## src/core/pmc_pkg.sv

```systemverilog
// Purpose: shared constants for the power management capability registers
// Assumes: 32-bit configuration access, dword aligned, byte enables per lane
// Notes:   offsets are configuration space byte offsets
`default_nettype none

package pmc_pkg;

    // ************************************************************
    // register map
    // ************************************************************
    localparam logic [7:0]  PMC_CAP_OFS        = 8'h52;  // power_capabilities
    localparam logic [7:0]  PMC_CSR_OFS        = 8'h54;  // power_control_status
    localparam int          PMC_REG_W          = 16;

    // ************************************************************
    // power_capabilities fields
    // ************************************************************
    localparam int          PMC_CAP_WAKE_LSB   = 11;     // wake_state_mask 15:11
    localparam logic [4:0]  PMC_CAP_WAKE_VAL   = 5'h00;
    localparam int          PMC_CAP_DEEP_BIT   = 10;     // deep_doze_capable
    localparam logic        PMC_CAP_DEEP_VAL   = 1'b1;
    localparam int          PMC_CAP_LIGHT_BIT  = 9;      // light_doze_capable
    localparam logic        PMC_CAP_LIGHT_VAL  = 1'b1;
    localparam int          PMC_CAP_AUX_LSB    = 6;      // aux current 8:6
    localparam logic [2:0]  PMC_CAP_AUX_VAL    = 3'h0;
    localparam int          PMC_CAP_INIT_BIT   = 5;      // special init needed
    localparam logic        PMC_CAP_INIT_VAL   = 1'b0;
    localparam int          PMC_CAP_CLK_BIT    = 3;      // wake_needs_bus_clock
    localparam logic        PMC_CAP_CLK_VAL    = 1'b0;
    localparam int          PMC_CAP_REV_LSB    = 0;      // power_spec_revision 2:0
    localparam logic [2:0]  PMC_CAP_REV_OLD    = 3'h2;
    localparam logic [2:0]  PMC_CAP_REV_NEW    = 3'h3;
    localparam logic [15:0] PMC_CAP_RESET      = 16'h0602;

    // ************************************************************
    // power_control_status fields
    // ************************************************************
    localparam int          PMC_CSR_FLAG_BIT   = 15;     // wake_event_flag
    localparam logic        PMC_CSR_FLAG_VAL   = 1'b0;
    localparam int          PMC_CSR_SCALE_LSB  = 13;     // scale 14:13
    localparam logic [1:0]  PMC_CSR_SCALE_VAL  = 2'h0;
    localparam int          PMC_CSR_SEL_LSB    = 9;      // select 12:9
    localparam logic [3:0]  PMC_CSR_SEL_VAL    = 4'h0;
    localparam int          PMC_CSR_SCR_BIT    = 8;      // wake_scratch_bit
    localparam logic        PMC_CSR_SCR_RESET  = 1'b0;
    localparam int          PMC_CSR_RSV_LSB    = 4;      // reserved 7:4
    localparam logic [3:0]  PMC_CSR_RSV_VAL    = 4'h0;
    localparam int          PMC_CSR_NSR_BIT    = 3;      // no soft reset flag
    localparam int          PMC_CSR_STATE_LSB  = 0;      // current_power_state
    localparam logic [15:0] PMC_CSR_RESET      = 16'h0000;

    // ************************************************************
    // power state encodings
    // ************************************************************
    typedef enum logic [1:0] {
        PMC_D0    = 2'h0,
        PMC_D1    = 2'h1,
        PMC_D2    = 2'h2,
        PMC_D3HOT = 2'h3
    } pmc_pstate_e;

    localparam pmc_pstate_e PMC_STATE_RESET    = PMC_D0;

endpackage

`default_nettype wire

```

## src/core/pmc_state_hold.sv

```systemverilog
// Purpose: holds the writable bits of power_control_status
// Assumes: write strobe already decoded for the control/status halfword
// Notes:   a state change raises a one-cycle pulse, nothing else
`timescale 1ns/1ps
`default_nettype none

module pmc_state_hold
    import pmc_pkg::*;
(
    // clock and reset
    input  wire logic        clk_sys,
    input  wire logic        rst_b,
    // write side
    input  wire logic        wr_en,
    input  wire logic [1:0]  wr_be,
    input  wire logic [15:0] wr_data,
    // held state
    output var  pmc_pstate_e state_r,
    output logic             scratch_r,
    output logic             change_r
);

    // ************************************************************
    // next value logic
    // ************************************************************
    pmc_pstate_e state_nxt;
    logic        scratch_nxt;
    logic        change_nxt;

    // low byte carries the state, high byte the scratch bit
    always_comb begin
        state_nxt   = state_r;
        scratch_nxt = scratch_r;
        change_nxt  = 1'b0;
        if (wr_en && wr_be[0]) begin
            state_nxt  = pmc_pstate_e'(wr_data[PMC_CSR_STATE_LSB +: 2]);
            change_nxt = (state_nxt != state_r);
        end
        if (wr_en && wr_be[1]) begin
            scratch_nxt = wr_data[PMC_CSR_SCR_BIT];
        end
    end

    // ************************************************************
    // registers
    // ************************************************************
    // leaving D3hot for D0 only updates the field; no reset is made
    always_ff @(posedge clk_sys or negedge rst_b) begin
        if (!rst_b) begin
            state_r   <= PMC_STATE_RESET;
            scratch_r <= PMC_CSR_SCR_RESET;
            change_r  <= 1'b0;
        end else begin
            state_r   <= state_nxt;
            scratch_r <= scratch_nxt;
            change_r  <= change_nxt;
        end
    end

endmodule

`default_nettype wire

```

## src/core/pmc_regs.sv

```systemverilog
// Purpose: power management capability and control/status registers
// Assumes: dword configuration access on the configuration clock, at most one read
//          and one write per cycle, revision_select_bit comes from logic on this clock
// Notes:   bytes 50h, 51h, 56h and 57h of the two dwords read as zero here;
//          their owners merge them in outside this block
`timescale 1ns/1ps
`default_nettype none

module pmc_regs
    import pmc_pkg::*;
#(
    parameter int CFG_AW = 8
)
(
    // clock and reset
    input  wire logic              clk_sys,
    input  wire logic              rst_b,
    // configuration access
    input  wire logic              cfg_rd_req,
    input  wire logic              cfg_wr_req,
    input  wire logic [CFG_AW-1:0] cfg_addr,
    input  wire logic [3:0]        cfg_be,
    input  wire logic [31:0]       cfg_wdata,
    output logic [31:0]            cfg_rdata,
    output logic                   cfg_rdone,
    output logic                   cfg_wdone,
    // revision control from the general control register
    input  wire logic              revision_select_bit,
    // power state towards the rest of the bridge
    output logic [1:0]             current_power_state,
    output logic                   power_state_change,
    output logic                   in_d3hot
);

    // ************************************************************
    // elaboration checks
    // ************************************************************
    // the map needs at least byte address 57h
    if (CFG_AW < 7) begin : g_bad_aw
        $error("pmc_regs: CFG_AW must be at least 7");
    end

    // ************************************************************
    // helper functions
    // ************************************************************
    // dword index of a configuration byte offset
    function automatic logic [CFG_AW-3:0] dw_index(input logic [7:0] ofs);
        logic [CFG_AW-1:0] wide;
        wide     = CFG_AW'(ofs);
        dw_index = wide[CFG_AW-1:2];
    endfunction

    // fixed and derived capability word
    function automatic logic [15:0] cap_word(input logic rev_sel);
        logic [15:0] w;
        w                                = 16'h0000;
        w[PMC_CAP_WAKE_LSB +: 5]         = PMC_CAP_WAKE_VAL;
        w[PMC_CAP_DEEP_BIT]              = PMC_CAP_DEEP_VAL;
        w[PMC_CAP_LIGHT_BIT]             = PMC_CAP_LIGHT_VAL;
        w[PMC_CAP_AUX_LSB +: 3]          = PMC_CAP_AUX_VAL;
        w[PMC_CAP_INIT_BIT]              = PMC_CAP_INIT_VAL;
        w[PMC_CAP_CLK_BIT]               = PMC_CAP_CLK_VAL;
        // revision follows the select bit
        w[PMC_CAP_REV_LSB +: 3]          = rev_sel ? PMC_CAP_REV_NEW : PMC_CAP_REV_OLD;
        cap_word                         = w;
    endfunction

    // control/status word from held bits and the select bit
    function automatic logic [15:0] csr_word(input logic       rev_sel,
                                             input logic       scratch,
                                             input logic [1:0] pstate);
        logic [15:0] w;
        w                                = 16'h0000;
        w[PMC_CSR_FLAG_BIT]              = PMC_CSR_FLAG_VAL;
        w[PMC_CSR_SCALE_LSB +: 2]        = PMC_CSR_SCALE_VAL;
        w[PMC_CSR_SEL_LSB +: 4]          = PMC_CSR_SEL_VAL;
        w[PMC_CSR_SCR_BIT]               = scratch;
        w[PMC_CSR_RSV_LSB +: 4]          = PMC_CSR_RSV_VAL;
        w[PMC_CSR_NSR_BIT]               = rev_sel;
        w[PMC_CSR_STATE_LSB +: 2]        = pstate;
        csr_word                         = w;
    endfunction

    // ************************************************************
    // address decode
    // ************************************************************
    logic              hit_cap;
    logic              hit_csr;
    logic [1:0]        csr_be;
    logic              csr_wr_en;

    // capability sits in the upper half of its dword, control/status low
    always_comb begin
        hit_cap   = (cfg_addr[CFG_AW-1:2] == dw_index(PMC_CAP_OFS));
        hit_csr   = (cfg_addr[CFG_AW-1:2] == dw_index(PMC_CSR_OFS));
        csr_be    = PMC_CSR_OFS[1] ? cfg_be[3:2] : cfg_be[1:0];
        // only the control/status halfword accepts data
        csr_wr_en = cfg_wr_req && hit_csr;
    end

    // ************************************************************
    // writable state
    // ************************************************************
    pmc_pstate_e state_q;
    logic        scratch_q;
    logic        change_q;
    logic [15:0] csr_wdata;

    // pick the halfword that carries control/status
    always_comb begin
        csr_wdata = PMC_CSR_OFS[1] ? cfg_wdata[31:16] : cfg_wdata[15:0];
    end

    // state field and scratch bit; a D3hot to D0 write resets nothing
    pmc_state_hold u_hold (
        .clk_sys   (clk_sys),
        .rst_b     (rst_b),
        .wr_en     (csr_wr_en),
        .wr_be     (csr_be),
        .wr_data   (csr_wdata),
        .state_r   (state_q),
        .scratch_r (scratch_q),
        .change_r  (change_q)
    );

    // ************************************************************
    // read answer
    // ************************************************************
    logic [31:0] rdata_r;
    logic [31:0] rdata_nxt;
    logic        rdone_r;
    logic        rdone_nxt;
    logic        wdone_r;
    logic        wdone_nxt;
    logic [15:0] cap_now;
    logic [15:0] csr_now;

    // read data shows pre-write contents when read and write coincide
    always_comb begin
        cap_now   = cap_word(revision_select_bit);
        csr_now   = csr_word(revision_select_bit, scratch_q, state_q);
        rdata_nxt = 32'h0000_0000;
        rdone_nxt = cfg_rd_req;
        wdone_nxt = cfg_wr_req;
        if (cfg_rd_req && hit_cap) begin
            if (PMC_CAP_OFS[1]) begin
                rdata_nxt[31:16] = cap_now;
            end else begin
                rdata_nxt[15:0]  = cap_now;
            end
        end else if (cfg_rd_req && hit_csr) begin
            if (PMC_CSR_OFS[1]) begin
                rdata_nxt[31:16] = csr_now;
            end else begin
                rdata_nxt[15:0]  = csr_now;
            end
        end
    end

    // registered answer and done strobes
    always_ff @(posedge clk_sys or negedge rst_b) begin
        if (!rst_b) begin
            rdata_r <= 32'h0000_0000;
            rdone_r <= 1'b0;
            wdone_r <= 1'b0;
        end else begin
            rdata_r <= rdata_nxt;
            rdone_r <= rdone_nxt;
            wdone_r <= wdone_nxt;
        end
    end

    // ************************************************************
    // state outputs
    // ************************************************************
    logic        d3hot_r;
    logic        d3hot_nxt;

    // d3hot flag mirrors the held field
    always_comb begin
        d3hot_nxt = (state_q == PMC_D3HOT);
    end

    // one cycle later than the field itself
    always_ff @(posedge clk_sys or negedge rst_b) begin
        if (!rst_b) begin
            d3hot_r <= 1'b0;
        end else begin
            d3hot_r <= d3hot_nxt;
        end
    end

    // ************************************************************
    // output drive
    // ************************************************************
    // every output is a flip-flop of this block or of the holder
    always_comb begin
        cfg_rdata           = rdata_r;
        cfg_rdone           = rdone_r;
        cfg_wdone           = wdone_r;
        current_power_state = state_q;
        power_state_change  = change_q;
        in_d3hot            = d3hot_r;
    end

endmodule

`default_nettype wire

```

## config.mk

```make
export PLATFORM = sky130hd
export DESIGN_NAME = pmc_regs
export DESIGN_NICKNAME = d
export VERILOG_FILES = /design/src/core/pmc_pkg.sv /design/src/core/pmc_state_hold.sv /design/src/core/pmc_regs.sv
export SDC_FILE = /design/constraint.sdc
export NUM_CORES = 1
export LEC_CHECK = 0
export BUFFER_PORTS_ARGS = -buffer_cell sky130_fd_sc_hd__buf_2
export CAP_MARGIN = 20
export CELL_PAD_IN_SITES_DETAIL_PLACEMENT = 0
export CELL_PAD_IN_SITES_GLOBAL_PLACEMENT = 1
export CORE_MARGIN = 5
export CORE_UTILIZATION = 22
export DETAILED_ROUTE_END_ITERATION = 10
export PLACE_DENSITY_LB_ADDON = 0.05
export RECOVER_POWER = 50
export SLEW_MARGIN = 10
export SYNTH_ARGS = -nofsm -noshare
export SYNTH_HDL_FRONTEND = slang
export SYNTH_SLANG_ARGS = --single-unit
```

## constraint.sdc

```tcl
create_clock -name clk_sys -period 1.7 [get_ports clk_sys]
set_input_delay 0.51 -clock clk_sys [delete_from_list [all_inputs] [get_ports clk_sys]]
set_output_delay 0.51 -clock clk_sys [all_outputs]
set_load 0.01 [all_outputs]
```

* Yosys cells after proc, flatten, opt, wreduce, memory -nomap -nowiden
Index checks and enable logic that the tools add are counted.
Storage, ports and cells: output and inout port bits 38, flip-flop bits (word level) 39, logic and storage cells 21
Operators by class: eq/ne operators 4, mux-type cells 5, reduce and logical (&&, ||, !) cells 5
Operators with widths (count):
- $mux W16 | 1
- $eq A6 B5 Y1 const B | 2
- $mux W11 | 1
- $mux W9 | 1
- $logic_and A1 B1 Y1 | 5
- $eq A2 B2 Y1 const B | 1
- $mux W1 | 2
- $ne A2 B2 Y1 | 1

* Depth between registers and ports, before layout
depth after elaboration 4, depth in mapped cells 3, gate-level depth less buffers 3

* By module
From an unflattened synthesis, not the netlist that was laid out.
Unflattened totals: cells, all modules 64, area total of the unflattened synthesis 698.2 µm²
Modules (own cells, without submodules):
- pmc_regs | cells each 52, times used 1, area an instance 520.5 µm², seq. area each 225.2 µm²
- pmc_state_hold | cells each 12, times used 1, area an instance 177.7 µm², seq. area each 100.1 µm²

* Least setup slack after synthesis
Ideal clock, no wire load.
path type input to register, start point input cfg_addr[7], end point register u_hold.state_r[0], cell stages on the path 3, arrival 1.356 ns, data required time 1.575 ns, path slack 0.219 ns, buffers on the path 0, path through and4bb_2 -> and4_4 -> mux2_4
Between the ends: longest elaborated chain between the ends 3
RTL lines:
- from (decl) | RTL line pmc_regs.sv:21 | input wire logic [CFG_AW-1:0] cfg_addr,
- $eq A6 B5 Y1 | RTL line pmc_regs.sv:95 | hit_csr = (cfg_addr[CFG_AW-1:2] == dw_index(PMC_CSR_OFS));
- $logic_and A1 B1 Y1 | RTL line pmc_regs.sv:98 | csr_wr_en = cfg_wr_req && hit_csr;
- $logic_and A1 B1 Y1 | RTL line pmc_state_hold.sv:35 | if (wr_en && wr_be[0]) begin
- to (signal assigned) | RTL line pmc_state_hold.sv:54 | state_r <= state_nxt;
- to (decl) | RTL line pmc_state_hold.sv:18 | output var pmc_pstate_e state_r,
Every way passes these cells. A chain may end at the register's enable or synchronous reset.

* Worst setup path in the final report
start point input cfg_addr[2], end point register u_hold.state_r[0]
Same word-level chain as after synthesis.

==> results.sh <==
export IMPL_status="completed"
export IMPL_swShare_pct=26.4
export IMPL_netlist_instances=58
export IMPL_fin_hold_ws_ns=0.258
export IMPL_yosysWarnings=0
export IMPL_dp_cells=129
export IMPL_clock_path_buffers=2
export IMPL_drcViolationCount=0
export IMPL_gp_congestion=0.613
export IMPL_post_cts_buffers=0
export IMPL_syn_cell_area_um2=693
export IMPL_nets=139
export IMPL_tns_ns=0
export IMPL_power_w=0.000595
export IMPL_clockRootBuffer="clkbuf_4"
export IMPL_clock_fmax_mhz=719
export IMPL_cts_sinks=13
export IMPL_drv_cap=0
export IMPL_vias_per_cell=3.44
export IMPL_finalClockSkew_ns=0.000323
export IMPL_utilization_pct=26.8
export IMPL_grt_max_degree=14
export IMPL_cts_hold_buf=0
export IMPL_dp_hpwl_mm=1.17
export IMPL_wl_per_cell_um=10.5
export IMPL_grt_most_used_layer="met2"
export IMPL_synth_sequential_area_ratio_pct=46.9
export IMPL_io_pins=87
export IMPL_cp_end_kind="flop"
export IMPL_drtIter0Drc=4
export IMPL_post_route_period_util_pct=81.9
export IMPL_grt_util_met3_pct=2.55
export IMPL_p_per_area_nw_per_um2=734
export IMPL_ctsHtreeMaxLevel=1
export IMPL_worst_pin_slew_ns=0.706
export IMPL_finalNonFillerCells=133
export IMPL_power_leakage_nw=0.461
export IMPL_met1_usage_pct=7.26
export IMPL_synth_avg_cell_area_um2=12.0
export IMPL_crit_type="input pin to flop"
export IMPL_grt_pass1_wl_mm=2.15
export IMPL_ff2ff_setup_slack_ns=0.87
export IMPL_comb_power_share_pct=13.6
export IMPL_clock_latency_ns=0.27
export IMPL_drtAntennaViolNets=0
export IMPL_antennaDiodeCount=0
export IMPL_grt_overflow=0
export IMPL_track_usage_pct=6.44
export IMPL_antenna_found_initial=0
export IMPL_worst_ep_arrival_time_ns=1.55
export IMPL_p_int_w=0.000438
export IMPL_pwr_share_clk_pct=31.7
export IMPL_maxSlewHeadroom_pct=52.9
export IMPL_grt_pass1_vias=445
export IMPL_die_area_um2=4370
export IMPL_layout_drive_gt1_share_pct=38.2
export IMPL_cts_resized=0
export IMPL_num_rows=20
export IMPL_period_needed_ns=1.39
export IMPL_dr_total_vias=458
export IMPL_synthTopCellsByArea="dfrtp_1 47%, buf_4 28%, and4_1 5.1%"
export IMPL_syn_to_final_growth_pct=17.0
export IMPL_start_util_pct=22.9
export IMPL_p_switching_w=0.000157
export IMPL_dr_pass1_iters=2
export IMPL_rsz0062_at_grt="false"
export IMPL_cp_required_ns=1.86
export IMPL_yosys_area_top_type_share_pct=46.9
export IMPL_cts_inserted_buffers=3
export IMPL_ys_ff_latch=13
export IMPL_die_x_um=66.1
export IMPL_cts_tree="yes"
export IMPL_cp_max_fo=5
export IMPL_use_met2_pct=9.79
export IMPL_drt_total_wl_mm=1.40
export IMPL_critPathLaunchType="input pin"
export IMPL_finalSetupViolations=0
export IMPL_clk_pin_slew_worst_paths_ns=0.08
export IMPL_peakVddDrop_v=0.000161
export IMPL_fp_dieH_um=66.1
export IMPL_hold_viol=0
export IMPL_yosysTopAreaCell="dfrtp_1"
export IMPL_p_seq_share_pct=54.6
export IMPL_ys_types=15
export IMPL_final_max_slew_viol_count=0
export IMPL_core_um2=3030
export IMPL_holdCritPathClass="input pin to async pin"
export IMPL_portBuffers=29
## stage by stage
step / instance area, um^2 / setup slack (ns)
2_1_floorplan: 779 / 0.219
3_3_place_gp: 792 / 0.0158
3_5_place_dp: 792 / 0.0351
4_1_cts: 818 / 0.292
5_1_grt: 811 / 0.254
6_report: 811 / 0.308
## final cells by class
cell class	instances	area (um^2)
Timing Repair Buffer	30	145
Clock buffer	4	26.3
Multi-Input combinational cell	42	259
Fill cell	338	2220
Tap cell	44	55.1
Sequential cell	13	325
## cell families after synthesis
logic type / after synthesis / synth area share, %
AO/OA/AOI/OAI: 1 / 1.08
XOR/XNOR: 2 / 2.53
buffers and inverters: 26 / 28.2
flip-flops: 13 / 46.9
multiplexers: 3 / 5.96
other: 1 / 0.541
AND/OR/NAND/NOR: 12 / 14.8
## routing by layer
layer / share of wire (%) / vias up / wire [um]
li1: - / 210 / -
met1: 37 / 210 / 520
met2: 43 / 36 / 605
met3: 18 / 2 / 253
met4: 1.7 / 0 / 24
met5: 0 / - / 0
## synthesized netlist by cell type
library cell / n
and2_1: 1
xnor2_1: 2
conb_1: 1
buf_4: 26
mux2_2: 1
a21boi_1: 1
and3b_1: 1
nand4_1: 1
dfrtp_1: 13
and4bb_2: 1
nor2b_1: 2
and4_1: 4
mux2_4: 2
and4b_1: 1
and4_4: 1
## final timing paths
path	start	to	depth (start not counted)
worst min-delay path	rst_b	cfg_rdata[16]$_DFF_PN0_	1
min in group clk_sys	cfg_wr_req	cfg_wdone$_DFF_PN0_	1
worst max register to register	u_hold.state_r[1]$_DFFE_PN0P_	u_hold.state_r[1]$_DFFE_PN0P_	1
max in group asynchronous	rst_b	u_hold.scratch_r$_DFFE_PN0P_	1
worst max-delay path	cfg_addr[2]	u_hold.state_r[0]$_DFFE_PN0P_	4
worst min register to register	u_hold.scratch_r$_DFFE_PN0P_	u_hold.scratch_r$_DFFE_PN0P_	1
## worst max-delay path, cell delays in order
cell and delay (ns):
buf_2 0.10, nor2b_1 0.34, and4_4 0.31, mux2_4 0.29
## cell usage in the layout (no fill, tap or decap), drive strengths merged
cell	instances
buf	26
conb	24
dfrtp	13
clkbuf	8
and4	5
mux2	3
nor2b	2
xnor2	2
and4bb	1
and3b	1
and4b	1
and2	1
a21boi	1
nand4	1
## power by group through the flow
stage | logic, W | clock network, W | registers (W)
after CTS | 0.0000825 | 0.000204 | 0.000325
after global routing | 0.0000918 | 0.000211 | 0.000327
after global placement | 0.0000827 | 0 | 0.000331
final | 0.0000812 | 0.000189 | 0.000325
after detailed placement | 0.0000823 | 0 | 0.000332
after floorplan | 0.0000820 | 0 | 0.000333
## registers in the layout, indices dropped and copies added, names as in the netlist
name,flops
in_d3hot,1
u_hold.scratch_r,1
u_hold.state_r,2
cfg_rdata,6
cfg_rdone,1
u_hold.change_r,1
cfg_wdone,1
Note: power is estimated with default switching activity, not from simulation.
